[config.mk]
export PLATFORM = sky130hd
export DESIGN_NAME = dmc_regs
export DESIGN_NICKNAME = d
export VERILOG_FILES = /design/src/verilog/dmc_pkg.sv /design/src/verilog/dmc_regs.sv
export VERILOG_INCLUDE_DIRS = /design/src /design/src/verilog
export SDC_FILE = /design/constraint.sdc
export NUM_CORES = 1
export LEC_CHECK = 0
export BUFFER_PORTS_ARGS = -buffer_cell sky130_fd_sc_hd__clkbuf_2
export CAP_MARGIN = 20
export CORE_MARGIN = 3
export CORE_UTILIZATION = 54
export DETAILED_ROUTE_END_ITERATION = 10
export GPL_TIMING_DRIVEN = 0
export PLACE_DENSITY = 0.72
export SLEW_MARGIN = 10
export SYNTH_ARGS = -nofsm -noshare
export SYNTH_HDL_FRONTEND = slang
export SYNTH_SLANG_ARGS = --single-unit
[constraint.sdc]
create_clock -name clock -period 2.8 [get_ports clock]
set_input_delay 0.84 -clock clock [delete_from_list [all_inputs] [get_ports clock]]
set_output_delay 0.84 -clock clock [all_outputs]
set_load 0.02 [all_outputs]
[src/verilog/dmc_defines.svh]
/*
 constant names for the mode control register bank: word layout, indices,
 field positions, reset values and step timing. assumes inclusion by bare name.
*/
`ifndef DMC_DEFINES_SVH
`define DMC_DEFINES_SVH

`define DMC_WORD_BITS      16
`define DMC_CNT_BITS       5
`define DMC_ZERO_BIT       15
`define DMC_IDX_HI         14
`define DMC_IDX_LO         8
`define DMC_DATA_HI        7
`define DMC_DATA_LO        0

`define DMC_IDX_LEFT       7'h01
`define DMC_IDX_RIGHT      7'h02
`define DMC_IDX_FORMAT     7'h03
`define DMC_IDX_ZCPD       7'h04

`define DMC_RIGHT_MUTE_BIT 7
`define DMC_LEFT_MUTE_BIT  6
`define DMC_ATTEN_HI       5
`define DMC_ATTEN_LO       0
`define DMC_OVER_BIT       7
`define DMC_RIGHT_POLARITY_INVERT_BIT       5
`define DMC_ANALOG_MIX_ENABLE_BIT       4
`define DMC_DEM_BIT        3
`define DMC_FMT_HI         2
`define DMC_FMT_LO         0
`define DMC_ZERO_CROSS_ENABLE_BIT       4
`define DMC_LOW_POWER_REQUEST_BIT       0

`define DMC_ATTEN_RESET    6'h3f
`define DMC_ATTEN_MUTE     6'h00
`define DMC_FMT_RESET      3'h0

`define DMC_STEP_SAMPLES   8
`define DMC_ZC_TIMEOUT     512

`endif

[src/verilog/dmc_pkg.sv]
/*
 types shared by the mode control register bank.
 assumes nothing beyond a SystemVerilog compiler.
*/
package dmc_pkg;

   typedef enum logic [0:0] {
      PORT_IDLE  = 1'b0,
      PORT_SHIFT = 1'b1
   } dmc_port_t;

   typedef enum logic [2:0] {
      FMT_LEFT_JUST   = 3'b000,
      FMT_I2S         = 3'b001,
      FMT_RIGHT_24    = 3'b010,
      FMT_RIGHT_20    = 3'b011,
      FMT_RIGHT_16    = 3'b100,
      FMT_LEFT_MASTER = 3'b101
   } dmc_format_t;

endpackage

[src/verilog/dmc_regs.sv]
/*
 mode control register bank of a stereo dac: serial control port receiver,
 four write-only registers and the stepped attenuation/mute ramp per channel.
 assumes: control port pins are asynchronous and much slower than clock;
 sample_strobe and the zero-cross pulses come from audio logic on clock.
*/
// Functional notes
// - bits shift on shift clock rise while frame low; frame rise ends word.
// - indices 01h to 04h select the register that takes the data byte.
// - register 01 bit 7 right mute, bit 6 left mute, both reset 0.
// - mute set ramps the channel down 1 dB per step to mute.
// - mute cleared ramps the channel back up to its programmed level.
// - code 3f is 0 dB, each lower code 1 dB more, 00 is mute.
// - applied level moves one step each eight sample periods toward target.
// - left code in register 01 bits 5:0, right in register 02 bits 5:0.
// - register 03 bit 7 oversampling select, 0 at reset.
// - register 03 bit 5 inverts right output, reset 0.
// - register 03 bit 4 enables analog input mixing, reset 0.
// - register 03 bit 3 enables 44.1 kHz de-emphasis, reset 0.
// - register 03 bits 2:0 select audio format, 000 at reset.
// - register 04 bit 4 makes level steps wait for zero crossings.
// - in zero-cross mode a step waits at most 512 sample periods.
// - zero crossings watched per channel; one channel steps per cycle, ties alternate left and right.
// - register 04 bit 0 powers down, resets the ramp logic but keeps registers.
`timescale 1ns/10ps
`include "dmc_defines.svh"

module dmc_regs
   import dmc_pkg::*;
#(
   parameter int STEP_SAMPLES = `DMC_STEP_SAMPLES,
   parameter int ZC_TIMEOUT   = `DMC_ZC_TIMEOUT
) (
   input  wire logic       clock,
   input  wire logic       rst,
   input  wire logic       ctrl_shift_clock,
   input  wire logic       ctrl_frame_select_n,
   input  wire logic       ctrl_serial_in,
   input  wire logic       sample_strobe,
   input  wire logic       left_zero_cross,
   input  wire logic       right_zero_cross,
   output logic [5:0]      left_applied_level,
   output logic [5:0]      right_applied_level,
   output logic            oversample_select,
   output logic            right_polarity_invert,
   output logic            analog_mix_enable,
   output logic            deemphasis_enable,
   output logic [2:0]      audio_format_select,
   output logic            zero_cross_enable,
   output logic            low_power_request
);

   localparam int STEP_W = $clog2(STEP_SAMPLES);
   localparam int ZC_W   = $clog2(ZC_TIMEOUT);
   localparam logic [STEP_W-1:0] STEP_LAST = STEP_W'(STEP_SAMPLES - 1);
   localparam logic [ZC_W-1:0]   ZC_LAST   = ZC_W'(ZC_TIMEOUT - 1);

   // pin synchronisers: stage one feeds stage two only
   logic [2:0] pin_meta_reg;
   logic [2:0] pin_meta_next;
   logic [2:0] pin_sync_reg;
   logic [2:0] pin_sync_next;
   logic [1:0] pin_last_reg;
   logic [1:0] pin_last_next;

   always_comb begin
      pin_meta_next = {ctrl_serial_in, ctrl_frame_select_n, ctrl_shift_clock};
      pin_sync_next = pin_meta_reg;
      pin_last_next = pin_sync_reg[1:0];
   end

   always_ff @(posedge clock) begin
      if (rst) begin
         // idle pin levels, so no false shift or frame edge follows reset
         pin_meta_reg <= 3'h2;
         pin_sync_reg <= 3'h2;
         pin_last_reg <= 2'h2;
      end else begin
         pin_meta_reg <= pin_meta_next;
         pin_sync_reg <= pin_sync_next;
         pin_last_reg <= pin_last_next;
      end
   end

   logic sclk_rise;
   logic frame_low;
   logic frame_rise;
   logic data_bit;

   always_comb begin
      sclk_rise  = pin_sync_reg[0] & ~pin_last_reg[0];
      frame_low  = ~pin_sync_reg[1];
      frame_rise = pin_sync_reg[1] & ~pin_last_reg[1];
      data_bit   = pin_sync_reg[2];
   end

   // serial receiver
   dmc_port_t                    port_state_reg;
   dmc_port_t                    port_state_next;
   logic [`DMC_WORD_BITS-1:0]    shift_reg;
   logic [`DMC_WORD_BITS-1:0]    shift_next;
   logic [`DMC_CNT_BITS-1:0]     bit_cnt_reg;
   logic [`DMC_CNT_BITS-1:0]     bit_cnt_next;
   logic                         word_done;

   always_comb begin
      port_state_next = port_state_reg;
      shift_next      = shift_reg;
      bit_cnt_next    = bit_cnt_reg;
      word_done       = 1'b0;
      case (port_state_reg)
         PORT_IDLE: begin
            // count restarts on every frame, so a cut frame leaves nothing behind
            if (frame_low) begin
               port_state_next = PORT_SHIFT;
               bit_cnt_next    = '0;
            end
         end
         PORT_SHIFT: begin
            if (frame_rise) begin
               // short or long frames are dropped, not half-decoded
               word_done       = (bit_cnt_reg == `DMC_CNT_BITS'(`DMC_WORD_BITS));
               port_state_next = PORT_IDLE;
            end else if (sclk_rise) begin
               shift_next = {shift_reg[`DMC_WORD_BITS-2:0], data_bit};
               if (bit_cnt_reg != `DMC_CNT_BITS'(`DMC_WORD_BITS + 1)) begin
                  bit_cnt_next = bit_cnt_reg + 1'b1;
               end
            end
         end
         default: begin
            port_state_next = PORT_IDLE;
         end
      endcase
   end

   always_ff @(posedge clock) begin
      if (rst) begin
         port_state_reg <= PORT_IDLE;
         shift_reg      <= '0;
         bit_cnt_reg    <= '0;
      end else begin
         port_state_reg <= port_state_next;
         shift_reg      <= shift_next;
         bit_cnt_reg    <= bit_cnt_next;
      end
   end

   // register bank
   // write-only: no read path, reserved bits never reach a port
   logic [7:0] left_mute_and_attenuation_reg;
   logic [7:0] left_mute_and_attenuation_next;
   logic [7:0] right_attenuation_reg;
   logic [7:0] right_attenuation_next;
   logic [7:0] format_and_analog_options_reg;
   logic [7:0] format_and_analog_options_next;
   logic [7:0] zero_cross_and_power_down_reg;
   logic [7:0] zero_cross_and_power_down_next;
   logic [6:0] register_index;
   logic [7:0] wr_data;
   logic       wr_ok;

   always_comb begin
      register_index = shift_reg[`DMC_IDX_HI:`DMC_IDX_LO];
      wr_data        = shift_reg[`DMC_DATA_HI:`DMC_DATA_LO];
      // reserved bits are stored as written; host keeps them zero
      wr_ok          = word_done & ~shift_reg[`DMC_ZERO_BIT];
      left_mute_and_attenuation_next = left_mute_and_attenuation_reg;
      right_attenuation_next         = right_attenuation_reg;
      format_and_analog_options_next = format_and_analog_options_reg;
      zero_cross_and_power_down_next = zero_cross_and_power_down_reg;
      if (wr_ok) begin
         case (register_index)
            `DMC_IDX_LEFT:   left_mute_and_attenuation_next = wr_data;
            `DMC_IDX_RIGHT:  right_attenuation_next = wr_data;
            `DMC_IDX_FORMAT: format_and_analog_options_next = wr_data;
            `DMC_IDX_ZCPD:   zero_cross_and_power_down_next = wr_data;
            default: begin
               // any other index leaves every register as it was
               left_mute_and_attenuation_next = left_mute_and_attenuation_reg;
            end
         endcase
      end
   end

   always_ff @(posedge clock) begin
      if (rst) begin
         left_mute_and_attenuation_reg <= {2'h0, `DMC_ATTEN_RESET};
         right_attenuation_reg         <= {2'h0, `DMC_ATTEN_RESET};
         format_and_analog_options_reg <= {5'h00, `DMC_FMT_RESET};
         zero_cross_and_power_down_reg <= 8'h00;
      end else begin
         left_mute_and_attenuation_reg <= left_mute_and_attenuation_next;
         right_attenuation_reg         <= right_attenuation_next;
         format_and_analog_options_reg <= format_and_analog_options_next;
         zero_cross_and_power_down_reg <= zero_cross_and_power_down_next;
      end
   end

   always_comb begin
      oversample_select     = format_and_analog_options_reg[`DMC_OVER_BIT];
      right_polarity_invert = format_and_analog_options_reg[`DMC_RIGHT_POLARITY_INVERT_BIT];
      analog_mix_enable     = format_and_analog_options_reg[`DMC_ANALOG_MIX_ENABLE_BIT];
      deemphasis_enable     = format_and_analog_options_reg[`DMC_DEM_BIT];
      audio_format_select   = format_and_analog_options_reg[`DMC_FMT_HI:`DMC_FMT_LO];
      zero_cross_enable     = zero_cross_and_power_down_reg[`DMC_ZERO_CROSS_ENABLE_BIT];
      low_power_request     = zero_cross_and_power_down_reg[`DMC_LOW_POWER_REQUEST_BIT];
   end

   // attenuation ramp, index 0 left, 1 right
   logic [5:0]        target [2];
   logic [5:0]        level_reg [2];
   logic [5:0]        level_next [2];
   logic [ZC_W-1:0]   zc_wait_reg [2];
   logic [ZC_W-1:0]   zc_wait_next [2];
   logic [STEP_W-1:0] step_cnt_reg;
   logic [STEP_W-1:0] step_cnt_next;
   logic              turn_reg;
   logic              turn_next;
   logic              step_due;
   logic [1:0]        pending;
   logic [1:0]        zc_go;
   logic [1:0]        do_step;
   logic [1:0]        zc_seen;

   always_comb begin
      zc_seen   = {right_zero_cross, left_zero_cross};
      // mute overrides the code but the code stays stored for the return
      target[0] = left_mute_and_attenuation_reg[`DMC_LEFT_MUTE_BIT] ? `DMC_ATTEN_MUTE
                  : left_mute_and_attenuation_reg[`DMC_ATTEN_HI:`DMC_ATTEN_LO];
      target[1] = left_mute_and_attenuation_reg[`DMC_RIGHT_MUTE_BIT] ? `DMC_ATTEN_MUTE
                  : right_attenuation_reg[`DMC_ATTEN_HI:`DMC_ATTEN_LO];
      step_due  = sample_strobe & (step_cnt_reg == STEP_LAST);
      // free-running, so a new target waits at most eight strobes
      step_cnt_next = step_cnt_reg;
      if (sample_strobe) begin
         step_cnt_next = (step_cnt_reg == STEP_LAST) ? '0 : step_cnt_reg + 1'b1;
      end
      for (int c = 0; c < 2; c++) begin
         pending[c]      = (level_reg[c] != target[c]);
         zc_go[c]        = pending[c] & (zc_seen[c] |
                           (sample_strobe & (zc_wait_reg[c] == ZC_LAST)));
         zc_wait_next[c] = zc_wait_reg[c];
      end
      if (zero_cross_enable) begin
         // one channel per cycle; the other waits for its turn
         do_step[0] = zc_go[0] & (~turn_reg | ~zc_go[1]);
         do_step[1] = zc_go[1] & (turn_reg | ~zc_go[0]);
      end else begin
         do_step = pending & {2{step_due}};
      end
      // ties go left first after reset or power-down, then alternate
      turn_next = turn_reg;
      if (do_step[0]) begin
         turn_next = 1'b1;
      end
      if (do_step[1]) begin
         turn_next = 1'b0;
      end
      for (int c = 0; c < 2; c++) begin
         level_next[c] = level_reg[c];
         if (do_step[c]) begin
            // one code is one 1 dB step; 00 is mute
            level_next[c] = (level_reg[c] < target[c]) ? level_reg[c] + 1'b1
                            : level_reg[c] - 1'b1;
            zc_wait_next[c] = '0;
         end else if (!zero_cross_enable || !pending[c]) begin
            zc_wait_next[c] = '0;
         end else if (sample_strobe && zc_wait_reg[c] != ZC_LAST) begin
            // holds at the limit: a channel that lost its turn falls back next strobe
            zc_wait_next[c] = zc_wait_reg[c] + 1'b1;
         end
      end
   end

   always_ff @(posedge clock) begin
      if (rst || low_power_request) begin
         // power-down restarts the ramp from mute so leaving it is pop-free
         level_reg[0]   <= `DMC_ATTEN_MUTE;
         level_reg[1]   <= `DMC_ATTEN_MUTE;
         zc_wait_reg[0] <= '0;
         zc_wait_reg[1] <= '0;
         step_cnt_reg   <= '0;
         turn_reg       <= 1'b0;
      end else begin
         level_reg[0]   <= level_next[0];
         level_reg[1]   <= level_next[1];
         zc_wait_reg[0] <= zc_wait_next[0];
         zc_wait_reg[1] <= zc_wait_next[1];
         step_cnt_reg   <= step_cnt_next;
         turn_reg       <= turn_next;
      end
   end

   always_comb begin
      left_applied_level  = level_reg[0];
      right_applied_level = level_reg[1];
   end

endmodule

==> flow_summary.rst <==
.. list-table::
   :header-rows: 1

   * - Metric
     - Value
   * - Post-Synth Adder-Cell Area
     - 0.0981
   * - Number of port buffers
     - 26
   * - Sink count of the clock tree
     - 87
   * - Iteration count of the initial detailed-routing pass
     - 4
   * - Placement Setup Slack
     - -0.231 ns
   * - Floorplan row count
     - 31
   * - Met3 layer usage reported by global route
     - 0.0418
   * - Total via count after detailed routing
     - around 3.2k
   * - Leakage power of the design
     - 1.96 nW
   * - Hold crit path type
     - reg -> reg
   * - DRC violations left
     - 0
   * - Sequential area share after synthesis
     - 0.424
   * - Final setup viols
     - 2
   * - DP Wirelength
     - 5.62 mm
   * - Endpoint, Worst Hold
     - pin_sync_reg[1]
   * - Number of clock buffers inserted by TritonCTS
     - 9
   * - Max-slew violation count
     - 0
   * - Main combinational cell family by area after synthesis
     - simple AND/OR/NAND/NOR gates
   * - Launch point of the worst reg-to-reg path
     - left_mute_and_attenuation_reg[6]
   * - Type of element launching the critical path
     - flip-flop
   * - Max_slew headroom
     - 0.613
   * - Routed len/inst
     - between 10 and 15 um
   * - Number of synthesized register bits
     - 87
   * - Count of antenna diodes in the layout
     - 0
   * - Initial antenna violation count
     - 0
   * - Clk buf depth
     - 2
   * - Number of global-route vias before repair
     - around 3k
   * - Capturing element type of the critical path
     - flip-flop
   * - Post-DR vias/cell
     - 5.38
   * - Run status
     - finished with violations
   * - Post-Synthesis Cell Area
     - roughly 4000 um^2
   * - Largest net degree at the start of global routing
     - 17
   * - Min setup slack post-route
     - -0.0959 ns
   * - Xor/xnor cell area share of the yosys netlist
     - 0.0576
   * - Count of endpoints failing hold in the final timing report
     - 0
   * - Most common flop cell mapped by yosys
     - sky130_fd_sc_hd__dfxtp_1
   * - Synth Area in Compound Gates
     - 0.115
   * - FF-to-FF path depth
     - 13
   * - Layout overhead on the synthesized area
     - 20.4%
   * - Grt total ovfl
     - 0
   * - End of the worst register-to-register path
     - level_reg[0][5]
   * - MaxCap Viol Count
     - 0
   * - Gr usage total
     - 0.197
   * - Proportion of layout cells with a drive suffix above 1
     - 0.231
   * - Number of warnings issued by yosys
     - 0
   * - Proportion of synthesized flip-flops having asynchronous set or reset
     - 0
   * - Mapped Cells
     - between 400 and 500
   * - Vert. Die Dim
     - 93.2 um
   * - Last weighted congestion value of the routability-driven placer
     - slightly below 0.8
   * - Setup Total Neg Slack
     - -0.111 ns
   * - First-pass GRT wire length
     - 13.9 mm
   * - CTS HTree Levels
     - 3
   * - Number of hold buffers added after CTS
     - 0
   * - Library cells used by synthesis
     - 46
   * - Met1 track utilization from global routing
     - 0.239
   * - Die Span X
     - 93.2 um
   * - Number of primary I/O pins
     - 29
   * - EDFF count, synth
     - 0
   * - Crit Path Class
     - reg -> reg
   * - DRT antenna net count
     - 0
   * - Detailed-route wire length
     - 8.43 mm
   * - Worst skew pair latency
     - 0.36 ns
   * - Data required time at the worst endpoint
     - 3.05 ns
   * - Failing checks
     - negative setup slack
   * - Final design area excluding fillers
     - 4950 um^2
   * - Final period utilization
     - 1.03
   * - Post-synth net total
     - 477
   * - Number of placed instances with taps included
     - 563
   * - Most frequent cells in the layout
     - 81 x sky130_fd_sc_hd__dfxtp_1, 56 x sky130_fd_sc_hd__nor2_1, 45 x sky130_fd_sc_hd__nand2_1, 26 x sky130_fd_sc_hd__a21oi_1, 26 x sky130_fd_sc_hd__clkbuf_2
   * - Core footprint
     - 7330 um^2
   * - CTS root buf
     - sky130_fd_sc_hd__clkbuf_8
   * - Pwr dens
     - 428 nW/um^2
   * - Worst clock skew on the final layout
     - 0.00960 ns
   * - Portion of netlist area occupied by mux cells
     - 0.0560
   * - DIE AREA
     - a little under 9000 um^2
   * - Syn avg cell area
     - 9.38 um^2
   * - Launch point of the worst hold path
     - pin_meta_reg[1]
   * - Simple-gate portion of the synthesized area
     - 0.222
   * - Final non-filler cell total
     - 589
   * - Min Tclk post-route
     - a little under 3 ns
   * - Initial DRC Count
     - 92
   * - Largest register FFs
     - 18
   * - Most common cell after layout, fill and taps aside
     - sky130_fd_sc_hd__dfxtp_1
   * - Critical path peak fanout
     - 7
   * - Initial core utilization
     - 0.561
   * - Worst-case register-to-register setup slack
     - -0.1 ns
   * - TritonCTS clock tree
     - built
   * - RSZ-0062 raised after global routing
     - yes
   * - Placed inst area
     - 4380 um^2
   * - Clock slew at the register clock pins of the worst setup and hold paths
     - 0.09 ns
   * - Highest ir drop seen on vdd
     - 289 uV
   * - Worst Hold Depth
     - 1
   * - GR peak layer
     - met2
   * - Final net count
     - 524
   * - Worst path arrival time
     - 3.15 ns
   * - Met2 Resource Use GR
     - 0.345
   * - Maximum clock rate
     - 345 MHz
   * - Actual slew at the worst max-slew pin
     - 0.581 ns
power by group:
group	switching [W]	leakage, nW	total, W	internal (W)
Combinational	0.0000356	1.16	0.0000546	0.0000190
Sequential	0.00000447	0.707	0.00125	0.00124
Clock	0.000479	0.0854	0.000816	0.000337
per-layer routing:
layer | share of wire | routed length [um] | up-vias
met4 | 0.023 | 195 | 0
met2 | 0.51 | 4340 | 34
met3 | 0.023 | 193 | 18
met5 | 0 | 0 | -
met1 | 0.44 | 3700 | 1506
li1 | - | - | 1610
worst max path at each step:
stage,from,end,slack [ns],depth (start not counted)
global placement,left_mute_and_attenuation_reg[7],level_reg[0][11],-0.21,13
global route,level_reg[0][3],level_reg[0][5],-0.25,12
CTS,left_mute_and_attenuation_reg[6],level_reg[0][5],-0.001,13
detailed placement,left_mute_and_attenuation_reg[7],level_reg[0][11],-0.23,13
finish,left_mute_and_attenuation_reg[6],level_reg[0][5],-0.1,13
floorplan,left_mute_and_attenuation_reg[6],level_reg[0][5],0.05,13
area by class of cell:
class	count	area, um^2
clock inverters	6	52.6
inverters	9	33.8
clock buffers	10	128
repair buffers	36	209
multi-input cells	325	2570
fillers	568	2380
well taps	99	124
plain buffers	17	78.8
flip-flops and latches	87	1750
cells in the mapped netlist (all sizes together), types with 3 or more instances:
cell    count  share of area
nand2b     11          0.017
dfxtp      87           0.42
clkbuf     12          0.011
or2         4         0.0061
xor2       13          0.028
nor4b       3          0.015
a21oi      33          0.041
mux2i      23          0.056
a211oi      4         0.0073
nor2       56          0.051
o21ai       3         0.0046
xnor2      14          0.030
a211o      12          0.026
ha         29          0.088
and3        3         0.0046
nand4       7          0.014
nor2b      21          0.032
nand3       7         0.0085
buf         5         0.0082
nor3        8          0.011
inv         9         0.0082
nand2      45          0.041
a21o        6          0.011
through the flow:
stage / util / total power, W / hold WS, ns
3_5_place_dp: 0.597 / 0.00133 / 0.398
4_1_cts: 0.644 / 0.00214 / 0.426
2_1_floorplan: - / 0.00132 / 0.389
3_3_place_gp: 0.597 / 0.00133 / 0.399
5_1_grt: 0.675 / 0.00220 / 0.437
6_report: 0.675 / 0.00212 / 0.420
kinds of logic after synthesis:
group                      Yosys count
AOI/OAI and AO/OA                   70
adders and majority gates           31
and+or+nand+nor                    174
xor gates and xnor gates            27
muxes                               23
DFF                                 87
buffers and inverters               26
repair_timing:
item / in CTS / in global routing
pin swaps: 7 / 16
gates resized for setup: 15 / 28
buffers inserted: 8 / 2
endpoints found under the setup margin: 2 / 3
worst max-delay path: stages (launching register included):
cell,delay [ns]
sky130_fd_sc_hd__dfxtp_4,0.38
sky130_fd_sc_hd__nand2b_4,0.15
sky130_fd_sc_hd__ha_4,0.22
sky130_fd_sc_hd__a21oi_2,0.14
sky130_fd_sc_hd__nand2_1,0.10
sky130_fd_sc_hd__a221oi_2,0.34
sky130_fd_sc_hd__inv_2,0.14
sky130_fd_sc_hd__ha_4,0.27
sky130_fd_sc_hd__a211oi_2,0.19
sky130_fd_sc_hd__o21bai_1,0.11
sky130_fd_sc_hd__a21oi_2,0.15
sky130_fd_sc_hd__xor2_1,0.27
sky130_fd_sc_hd__a21oi_1,0.11
sky130_fd_sc_hd__a31o_2,0.22
Note: power is estimated with default switching activity, not from simulation.
